$ cat src/verilog/mlk_pkg.sv
`default_nettype none
package mlk_pkg;

    // ****************************************
    // Frame layout and fixed codes
    // ****************************************
    localparam int CMD_MAX_BITS = 30;
    localparam logic [4:0] READ_LEN = 5'h0e;
    localparam logic [4:0] WRITE_LEN = 5'h1e;
    localparam logic [5:0] SPECIAL_ADDR = 6'h3f;
    localparam logic [15:0] ACCESS_VALUE = 16'h62d2;
    localparam logic [2:0] CRC_INIT = 3'h7;
    localparam logic [2:0] CRC_GOOD = 3'h0;
    localparam logic [4:0] RESP_SYNC_BITS = 5'h02;
    localparam logic [4:0] RESP_CRC_FIRST = 5'h1a;
    localparam logic [4:0] RESP_LAST_BIT = 5'h1c;
    localparam int RESP_PAYLOAD_BITS = 24;

    // ****************************************
    // Timing and reset values
    // ****************************************
    localparam int HALF_WIDTH = 16;
    localparam logic [15:0] HALF_MIN = 16'h0002;
    localparam logic [15:0] CNT_MAX = 16'hffff;
    localparam logic [1:0] ID_RESET = 2'h0;

    // ****************************************
    // Carriers and state types
    // ****************************************
    typedef struct packed {
        logic rw;
        logic [3:0] target;
        logic [5:0] addr;
        logic [15:0] data;
    } mlk_cmd_type;

    typedef struct packed {
        logic [1:0] id;
        logic bc;
        logic ae;
        logic ovr;
        logic cs;
        logic [15:0] data;
    } mlk_resp_type;

    typedef enum logic [2:0] {RX_IDLE, RX_MEASURE, RX_SYNC2, RX_BITS, RX_DONE} mlk_rx_state_type;
    typedef enum logic [1:0] {RS_IDLE, RS_WAIT, RS_SEND} mlk_rs_state_type;

    // One step of the x^3+x+1 check register, message bit fed in MSB first.
    function automatic logic [2:0] mlk_crc_step(input logic [2:0] crc, input logic din);
        logic c0;
        c0 = crc[2] ^ din;
        return {crc[1], crc[0] ^ c0, c0};
    endfunction

endpackage
`default_nettype wire

$ cat src/verilog/mlk_crc3.sv
`timescale 1ns/10ps
`default_nettype none
module mlk_crc3
    import mlk_pkg::*;
(
    input wire logic clk, // System clock.
    input wire logic rst_n, // Synchronous reset, active low.
    input wire logic clear, // Reload the all-ones start value.
    input wire logic shift, // Feed one bit.
    input wire logic din, // Bit to feed.
    output logic [2:0] crc // Running remainder.
);

    // ****************************************
    // Check register
    // ****************************************
    // Feeding the received check bits after the message leaves zero when they match.
    always_ff @(posedge clk) begin
        if (!rst_n || clear) begin
            crc <= CRC_INIT;
        end else if (shift) begin
            crc <= mlk_crc_step(crc, din);
        end
    end

endmodule
`default_nettype wire

$ cat src/verilog/mlk_tx.sv
`timescale 1ns/10ps
`default_nettype none
module mlk_tx
    import mlk_pkg::*;
(
    input wire logic clk, // System clock.
    input wire logic rst_n, // Synchronous reset, active low.
    input wire logic start, // Begin a response frame.
    input wire logic [15:0] halfT, // Half bit time in clock cycles.
    input wire mlk_resp_type payload, // Identity, flags and data.
    output logic lineLow, // Pull the response line low.
    output logic busy // Frame in progress.
);

    logic [4:0] bitIdx;
    logic phase;
    logic [15:0] cnt;
    logic [23:0] shiftReg;
    logic [2:0] crc;
    logic [4:0] next_bitIdx;
    logic next_phase;
    logic [15:0] next_cnt;
    logic [23:0] next_shift;
    logic [2:0] next_crc;
    logic next_busy;
    logic [1:0] crcSel;
    wire cellEnd = (cnt == halfT - 16'h0001);
    wire inPayload = (bitIdx >= RESP_SYNC_BITS) && (bitIdx < RESP_CRC_FIRST);

    // ****************************************
    // Sequencing of cells and halves
    // ****************************************
    // Payload bits are folded into the check value as they leave, so no second pass is needed.
    always_comb begin
        next_bitIdx = bitIdx;
        next_phase = phase;
        next_cnt = cnt;
        next_shift = shiftReg;
        next_crc = crc;
        next_busy = busy;
        if (start && !busy) begin
            next_busy = 1'b1;
            next_bitIdx = 5'h00;
            next_phase = 1'b0;
            next_cnt = 16'h0000;
            next_shift = payload;
            next_crc = CRC_INIT;
        end else if (busy) begin
            if (cellEnd) begin
                next_cnt = 16'h0000;
                if (!phase) begin
                    next_phase = 1'b1;
                end else if (bitIdx == RESP_LAST_BIT) begin
                    next_busy = 1'b0;
                end else begin
                    next_phase = 1'b0;
                    next_bitIdx = bitIdx + 5'h01;
                    if (inPayload) begin
                        next_crc = mlk_crc_step(crc, shiftReg[23]);
                        next_shift = {shiftReg[22:0], 1'b0};
                    end
                end
            end else begin
                next_cnt = cnt + 16'h0001;
            end
        end
    end

    // Sync zeros, then payload MSB first, then check bits C2 first.
    assign crcSel = 2'(RESP_LAST_BIT - next_bitIdx);
    wire nextBit = (next_bitIdx < RESP_SYNC_BITS) ? 1'b0 :
        (next_bitIdx < RESP_CRC_FIRST) ? next_shift[23] : next_crc[crcSel];
    // A one is high then low, a zero low then high.
    wire next_lineLow = next_busy && (next_phase ? nextBit : !nextBit);

    always_ff @(posedge clk) begin
        if (!rst_n) begin
            bitIdx <= 5'h00;
            phase <= 1'b0;
            cnt <= 16'h0000;
            shiftReg <= 24'h000000;
            crc <= CRC_INIT;
            busy <= 1'b0;
            lineLow <= 1'b0;
        end else begin
            bitIdx <= next_bitIdx;
            phase <= next_phase;
            cnt <= next_cnt;
            shiftReg <= next_shift;
            crc <= next_crc;
            busy <= next_busy;
            lineLow <= next_lineLow;
        end
    end

endmodule
`default_nettype wire

$ cat src/verilog/mlk_link.sv
// Behaviour
// - One mid-cell edge: falling one, rising zero.
// - Two zero sync bits start and time frames.
// - Accept when own selector bit is set.
// - All-zero selector means broadcast to all.
// - Identity from data-in and chip-select pin levels.
// - Valid addressed read returns a response frame.
// - Response identity is pin identity, zero if broadcast.
// - Broadcast flag for zero selector or SPI mode.
// - Abort flag when frame breaks after sync.
// - Overrun flag when command completes during response.
// - Checksum flag after a bad check value.
// - No read answers before the access code.
// - Access code ignores selector, enters serial mode.
// - Access: write, address ones, fixed access value.
// - Address ones with other data exits mode.
// - Read has no data; address picks returned register.
// - Every command ends with a checked 3-bit value.
// - Check: x^3+x+1, preset ones, MSB first.
// - Response: sync, identity, four flags, data, check.
// - Flags held until reported, then cleared.
// - Respond at the rate measured from sync.
`timescale 1ns/10ps
`default_nettype none
module mlk_link
    import mlk_pkg::*;
(
    input wire logic clk, // System clock, 100 MHz.
    input wire logic rst_n, // Synchronous reset, active low.
    input wire logic supplyIn, // Decoded supply line level, high when idle.
    input wire logic dataInPin, // Data-in pin level, upper identity bit.
    input wire logic chipSelectPin, // Chip-select pin level, lower identity bit.
    input wire logic spiModeActive, // SPI interface mode is active.
    input wire logic linkDisable, // Ignore commands that start on the supply line while set.
    input wire logic [15:0] regReadData, // Register contents for the last read strobe.
    output logic regReadStrobe, // One-cycle read request.
    output logic regWriteStrobe, // One-cycle write request.
    output logic [5:0] regAddr, // Register address for either strobe.
    output logic [15:0] regWriteData, // Data for a write.
    output logic commMode, // Serial communication mode entered.
    output logic pwmOut, // Response pin output value, always low.
    output logic pwmOe_n // Response pin enable, low while pulling low.
);

    // ****************************************
    // Declarations
    // ****************************************
    mlk_rx_state_type rxState;
    mlk_rs_state_type rsState;
    logic linePrev;
    logic [15:0] cnt;
    logic [15:0] halfT;
    logic [4:0] bitCnt;
    logic rwBit;
    logic [CMD_MAX_BITS-1:0] cmdShift;
    logic [1:0] dieId;
    logic aeFlag;
    logic ovrFlag;
    logic csFlag;
    logic respBc;
    logic [15:0] waitCnt;
    logic [15:0] respHalf;
    logic txStart;
    mlk_resp_type txPayload;
    logic txLineLow;
    logic txBusy;
    logic [2:0] rxCrc;
    logic crcClear;
    logic crcShift;
    mlk_cmd_type cmd;

    // Returns true when the selector picks this die or addresses all dies.
    function automatic logic isSelected(input logic [3:0] target, input logic [1:0] id);
        return (target == 4'h0) || target[id];
    endfunction

    // ****************************************
    // Edge and window decoding
    // ****************************************
    // The window opens at three quarters of a bit after the last mid-cell edge, so boundary
    // edges between equal bits fall before it and are ignored.
    wire rise = supplyIn && !linePrev;
    wire fall = !supplyIn && linePrev;
    wire edgeSeen = rise || fall;
    wire [16:0] winStart = {1'b0, halfT} + {2'b00, halfT[15:1]};
    wire [17:0] tmoLimit = {1'b0, halfT, 1'b0} + {3'b000, halfT[15:1]};
    wire winOpen = {1'b0, cnt} >= winStart;
    wire timedOut = ({2'b00, cnt} >= tmoLimit) || (cnt == CNT_MAX);
    wire midEdge = edgeSeen && winOpen;
    wire [15:0] cntInc = (cnt == CNT_MAX) ? cnt : cnt + 16'h0001;
    wire [15:0] measured = cnt + 16'h0001;
    // The direction bit, known from the first field bit, fixes the frame length.
    wire curRw = (bitCnt == 5'h00) ? fall : rwBit;
    wire [4:0] expectLen = curRw ? READ_LEN : WRITE_LEN;
    wire lastBit = (bitCnt + 5'h01) == expectLen;

    // ****************************************
    // Command field decoding
    // ****************************************
    // A read frame sits in the low 14 bits, a write frame fills all 30.
    // Bits beyond the expected length are not kept; they begin a spurious new frame.
    always_comb begin
        if (rwBit) begin
            cmd.rw = cmdShift[13];
            cmd.target = cmdShift[12:9];
            cmd.addr = cmdShift[8:3];
            cmd.data = 16'h0000;
        end else begin
            cmd.rw = cmdShift[29];
            cmd.target = cmdShift[28:25];
            cmd.addr = cmdShift[24:19];
            cmd.data = cmdShift[18:3];
        end
    end

    wire crcOk = (rxCrc == CRC_GOOD);
    wire frameDone = (rxState == RX_DONE);
    // Mode codes act on any frame that passed its check, whatever the mode or selector.
    wire codeOk = frameDone && crcOk;
    wire specialCode = !cmd.rw && (cmd.addr == SPECIAL_ADDR);
    wire isAccess = specialCode && (cmd.data == ACCESS_VALUE);
    wire isExit = specialCode && (cmd.data != ACCESS_VALUE);
    wire selected = isSelected(cmd.target, dieId);
    wire acceptCmd = frameDone && crcOk && commMode && selected && !specialCode;
    wire respBusy = (rsState != RS_IDLE);
    // Reads arriving while an answer is still going out are dropped; the overrun flag tells why.
    wire startRead = acceptCmd && cmd.rw && !respBusy;
    wire doWrite = acceptCmd && !cmd.rw;
    wire abortEvt = (rxState == RX_BITS) && timedOut && !midEdge;
    wire ovrEvt = frameDone && respBusy;
    wire csEvt = frameDone && !crcOk;
    wire waitDone = (waitCnt == respHalf - 16'h0001);
    wire flagsTaken = (rsState == RS_WAIT) && waitDone;

    // The check register is held at its start value for as long as the second sync bit is awaited.
    assign crcClear = (rxState == RX_SYNC2);
    assign crcShift = (rxState == RX_BITS) && midEdge;

    mlk_crc3 u_crc (
        .clk(clk),
        .rst_n(rst_n),
        .clear(crcClear),
        .shift(crcShift),
        .din(fall),
        .crc(rxCrc)
    );

    // ****************************************
    // Receive state machine
    // ****************************************
    // The first low half gives the bit rate; the second zero must rise inside the window.
    // A first low half under two cycles is taken for a supply glitch and dropped.
    always_ff @(posedge clk) begin
        if (!rst_n) begin
            rxState <= RX_IDLE;
            cnt <= 16'h0000;
            halfT <= HALF_MIN;
            bitCnt <= 5'h00;
            rwBit <= 1'b0;
            cmdShift <= '0;
        end else begin
            case (rxState)
                RX_IDLE: begin
                    cnt <= 16'h0000;
                    if (fall && !linkDisable) begin
                        rxState <= RX_MEASURE;
                    end
                end
                RX_MEASURE: begin
                    cnt <= cntInc;
                    if (rise) begin
                        cnt <= 16'h0000;
                        halfT <= measured;
                        rxState <= (measured >= HALF_MIN) ? RX_SYNC2 : RX_IDLE;
                    end else if (cnt == CNT_MAX) begin
                        rxState <= RX_IDLE;
                    end
                end
                RX_SYNC2: begin
                    cnt <= cntInc;
                    if (midEdge) begin
                        cnt <= 16'h0000;
                        bitCnt <= 5'h00;
                        rxState <= rise ? RX_BITS : RX_IDLE;
                    end else if (timedOut) begin
                        rxState <= RX_IDLE;
                    end
                end
                RX_BITS: begin
                    cnt <= cntInc;
                    if (midEdge) begin
                        cnt <= 16'h0000;
                        cmdShift <= {cmdShift[CMD_MAX_BITS-2:0], fall};
                        bitCnt <= bitCnt + 5'h01;
                        rwBit <= curRw;
                        if (lastBit) begin
                            rxState <= RX_DONE;
                        end
                    end else if (timedOut) begin
                        rxState <= RX_IDLE;
                    end
                end
                RX_DONE: begin
                    rxState <= RX_IDLE;
                end
                default: begin
                    rxState <= RX_IDLE;
                end
            endcase
        end
    end

    // ****************************************
    // Mode, identity and register strobes
    // ****************************************
    // The pins are re-read every cycle so the identity follows the board straps after reset.
    // A strap that moves mid-frame changes the selection of the frame in flight.
    always_ff @(posedge clk) begin
        if (!rst_n) begin
            linePrev <= 1'b1;
            dieId <= ID_RESET;
            commMode <= 1'b0;
            regReadStrobe <= 1'b0;
            regWriteStrobe <= 1'b0;
            regAddr <= 6'h00;
            regWriteData <= 16'h0000;
        end else begin
            linePrev <= supplyIn;
            dieId <= {dataInPin, chipSelectPin};
            if (codeOk && isAccess) begin
                commMode <= 1'b1;
            end else if (codeOk && isExit) begin
                commMode <= 1'b0;
            end
            regReadStrobe <= startRead;
            regWriteStrobe <= doWrite;
            if (startRead || doWrite) begin
                regAddr <= cmd.addr;
                regWriteData <= cmd.data;
            end
        end
    end

    // ****************************************
    // Sticky error flags
    // ****************************************
    // A new event in the cycle the flags are reported wins over the clear.
    // Flags are copied into the payload in the clearing cycle, so none is lost.
    always_ff @(posedge clk) begin
        if (!rst_n) begin
            aeFlag <= 1'b0;
            ovrFlag <= 1'b0;
            csFlag <= 1'b0;
        end else begin
            aeFlag <= (aeFlag && !flagsTaken) || abortEvt;
            ovrFlag <= (ovrFlag && !flagsTaken) || ovrEvt;
            csFlag <= (csFlag && !flagsTaken) || csEvt;
        end
    end

    // ****************************************
    // Response sequencing
    // ****************************************
    // The answer waits half a bit so it begins at the end of the command's last cell.
    // The rate is latched with the read, so a command during the answer cannot alter its pace.
    always_ff @(posedge clk) begin
        if (!rst_n) begin
            rsState <= RS_IDLE;
            waitCnt <= 16'h0000;
            respHalf <= HALF_MIN;
            respBc <= 1'b0;
            txStart <= 1'b0;
            txPayload <= '0;
        end else begin
            txStart <= 1'b0;
            case (rsState)
                RS_IDLE: begin
                    waitCnt <= 16'h0000;
                    if (startRead) begin
                        respBc <= (cmd.target == 4'h0) || spiModeActive;
                        respHalf <= halfT;
                        rsState <= RS_WAIT;
                    end
                end
                RS_WAIT: begin
                    waitCnt <= waitCnt + 16'h0001;
                    if (waitDone) begin
                        txPayload.id <= respBc ? 2'h0 : dieId;
                        txPayload.bc <= respBc;
                        txPayload.ae <= aeFlag;
                        txPayload.ovr <= ovrFlag;
                        txPayload.cs <= csFlag;
                        txPayload.data <= regReadData;
                        txStart <= 1'b1;
                        rsState <= RS_SEND;
                    end
                end
                RS_SEND: begin
                    if (!txStart && !txBusy) begin
                        rsState <= RS_IDLE;
                    end
                end
                default: begin
                    rsState <= RS_IDLE;
                end
            endcase
        end
    end

    // The transmitter reuses the half bit time measured on the command.
    mlk_tx u_tx (
        .clk(clk),
        .rst_n(rst_n),
        .start(txStart),
        .halfT(respHalf),
        .payload(txPayload),
        .lineLow(txLineLow),
        .busy(txBusy)
    );

    // ****************************************
    // Open-drain response pin
    // ****************************************
    // The pin only ever pulls low; the pull-up gives the high level.
    // Releasing rather than driving high lets several dies share one wire.
    always_ff @(posedge clk) begin
        if (!rst_n) begin
            pwmOut <= 1'b0;
            pwmOe_n <= 1'b1;
        end else begin
            pwmOut <= 1'b0;
            pwmOe_n <= !txLineLow;
        end
    end

endmodule
`default_nettype wire

$ cat config.mk
export PLATFORM = sky130hd
export DESIGN_NAME = mlk_link
export DESIGN_NICKNAME = d
export VERILOG_FILES = /design/src/verilog/mlk_pkg.sv /design/src/verilog/mlk_crc3.sv /design/src/verilog/mlk_tx.sv /design/src/verilog/mlk_link.sv
export SDC_FILE = /design/constraint.sdc
export NUM_CORES = 1
export LEC_CHECK = 0
export BUFFER_PORTS_ARGS = -buffer_cell sky130_fd_sc_hd__buf_2
export CELL_PAD_IN_SITES_DETAIL_PLACEMENT = 1
export CELL_PAD_IN_SITES_GLOBAL_PLACEMENT = 2
export CORE_AREA = 2 2 181 183
export DETAILED_ROUTE_END_ITERATION = 8
export DIE_AREA = 0 0 183 185
export GPL_TIMING_DRIVEN = 0
export PLACE_DENSITY = 0.85
export SLEW_MARGIN = 15
export SYNTH_ARGS = -nofsm -noshare
export SYNTH_HDL_FRONTEND = slang
export SYNTH_SLANG_ARGS = --single-unit
$ cat constraint.sdc
create_clock -name clk -period 5.63 [get_ports clk]
set_clock_uncertainty 0.15 [all_clocks]
set_input_delay 0.563 -clock clk [delete_from_list [all_inputs] [get_ports clk]]
set_output_delay 0.563 -clock clk [all_outputs]
set_load 0.01 [all_outputs]
==> metrics.txt <==
Synth cell types 77; initial core utilization 37.6%; First-pass DRT Iterations 4; final setup fails 0; first-pass GRT wire length 54.3 mm; Setup Crit Path Kind reg -> reg; slowest CP cell dfxtp_2; critical path's most frequent cell a21oi_1; cell count after synthesis 1,434; detail-routed net length per standard cell 17.2 µm; CORE AREA 32,000 µm²; Synth area leader dfxtp_1; placed cell count 1,890; final cell count without fillers 1,931; Final Hold Viols 0; crit path DAT 5410 ps; syn avg cell area 8.39 µm²; fmax 0.195 GHz; Worst VDD drop 0.198 mV; top-area cell type share of the netlist area 35.8%; WP data required 5920 ps; Via density 5.37; post-DP HPWL 25.3 mm; Main synth FF type dfxtp_1; post-route cell area 13,600 µm²; Area growth, synth to finish 13.0%; Clock Sinks 215; FILL cells 3,882; Worst slew margin 30.9%; asr flop ratio synth 0%; pre-CTS setup slack -585 ps; Slew @ Worst Pin 1030 ps; post-route ant nets 0; Critical Path Fanout Max 10; Port Buf Inserts 48; area post-placement 12,800 µm²; I/O pins 50; Mapped Area 12,000 µm²; max-slew violation count 0; Syn. warnings 0; CTS tree yes; Final Power 3.22 mW; vias in the first global route 10,500; Num CTS Buffers 25; final worst slack 511 ps; Starting DRT DRC Count 446; crit path launch type register; unrepaired setup endpoints after global routing false; final critical-path share of the clock period 90.9%; Largest stage delay, worst path 480 ps; initial antenna violation count 0; CTS clock-pin slew for the worst setup and hold paths 60 ps; GP Congestion 0.828; Hold WC Path Type in -> reg; hold_buf cts 0; number of diodes 0; share of cells above drive strength 1 8.27%; status complete, no violations; minimum clock period 5120 ps; total negative slack 0 ps; count leader, synth dfxtp_1; Max Root-Sink Buffers 3; max-cap violations 0; flop2flop setup slack 510 ps; clock root cell clkbuf_16; die area 33,900 µm²; GRT overflow 0; crit path capture type register; routed wire length 33.2 mm; Final #Nets 1,608; Total GRT Usage 19.6%; Post-synth EDFFs 0; Pleak 5.18 nW; die span in y 185 µm; WHS 95.9 ps; detailed-route DRC error count 0; PwrDens 237 nW/µm²; Die X 183 µm; Synth Register Bits 215; Via Count 10,400; Core Rows 66; Final Util 42.4%; syn nets 1,534; sequential area share after synthesis 35.8%; Skew-Pair Late Insertion Delay 530 ps; largest net degree at the start of global routing 13; # H-tree levels 1; top post-synthesis cells by area dfxtp_1 (36%), ha_1 (7.8%), a21oi_1 (5.4%), nor2_1 (5.3%), nand2_1 (4.3%); Synth top cells by count dfxtp_1 (215), nor2_1 (169), nand2_1 (139); cell breakdown of the critical path ha_1 > a21o_1 > a21oi_1 > o21bai_1 > a21oi_1 > nor2b_1 > o21a_1 > o31a_1 > o41ai_2 > o21bai_1 > a21oi_1 > xor2_1 > ha_1 > a2111oi_2 > nand2_1 > o211a_1 > o22ai_2 > a21o_1 > o21ai_1 > clkbuf_2 > a211oi_1
[worst paths after layout]
path / start / depth (start not counted) / end
hold / removal: chipSelectPin / 2 / dieId[0]
setup reg to reg: halfT[1] / 21 / cnt[1]
hold reg to reg: u_tx.lineLow / 1 / pwmOe_n
setup / recovery: halfT[1] / 21 / cnt[1]
[sequential cells by signal (all words and copies together) (netlist names), 2 cells and up]
register and flops:
halfT 16, u_tx.bitIdx 5, txPayload 22, u_tx.shiftReg 24
dieId 2, waitCnt 16, rxState 3, u_tx.crc 3
u_tx.cnt 16, regAddr 6, cmdShift 30, respHalf 16
rsState 2, cnt 16, regWriteData 16, bitCnt 5
u_crc.crc 3
[placed cells by master, fill, tap and decap left out, types with 5 or more instances in the layout]
cell         n
buf_2       52
inv_1       39
and4_1       6
clkbuf_16   25
a311oi_1     6
nand2_1    139
nand3_1     38
nand3b_1     6
o211ai_1    10
nor2b_1     17
o2111ai_1    5
dfxtp_1    213
o21bai_1     7
a211oi_1    25
or4_1        6
clkbuf_2     5
nand4_1     20
a21oi_1    131
nor4_1       5
nor3_1      23
xnor2_1     59
mux2i_1     52
nand2b_1    12
a21o_1      22
and2_1      13
ha_1        75
o21a_1       7
and3_1      22
clkbuf_1    71
xor2_1      59
nor2_1     168
o21ai_0     39
nor3b_1     23
a22oi_1     22
or3_1        6
[logic make-up after synthesis]
family / synth area share [%]
xor gates and xnor gates: 9.15
adders and majority gates: 8.13
DFF: 35.8
buffers and inverters: 4.00
AOI/OAI and AO/OA: 16.6
and+or+nand+nor: 21.8
muxes: 4.60
other: 0.0312
[critical path: cells and delay by family (launching register included)]
family	cells	cell delay, ps
flops	1	480
compound gates	15	3330
xor+xnor	1	90
buf+inv	1	290
fa+ha+maj	2	490
simple gates	2	180
[per-layer routing]
metal / share of wire [%] / wire length, µm / track usage (%)
met5: 0 / 0 / 0
met2: 47 / 15700 / 33.5
met1: 49 / 16200 / 26.7
met4: 1.6 / 515 / 3.97
met3: 2.4 / 802 / 2.01
[power breakdown]
| part | total, mW | internal, mW | switching [mW] |
|---|---|---|---|
| registers | 1.53 | 1.53 | 0.00827 |
| clock network | 1.59 | 0.942 | 0.643 |
| logic | 0.101 | 0.0363 | 0.0645 |
| total | 3.22 | 2.50 | 0.716 |
[cell type report]
type | instances | area, µm² | area share (%)
clock inverters | 8 | 96.3 | 0.708
flip-flops and latches | 215 | 4310 | 31.7
multi-input cells | 1098 | 7270 | 53.5
repair buffers | 48 | 240 | 1.77
inverters | 40 | 150 | 1.10
well taps | 408 | 510 | 3.75
plain buffers | 80 | 334 | 2.46
clock buffers | 34 | 689 | 5.07
[repair_timing]
action	4_1_cts	5_1_grt
setup buffers	0	0
setup endpoints to repair	58	58
gates resized for setup	6	8
(Power assumes the default switching activity.)
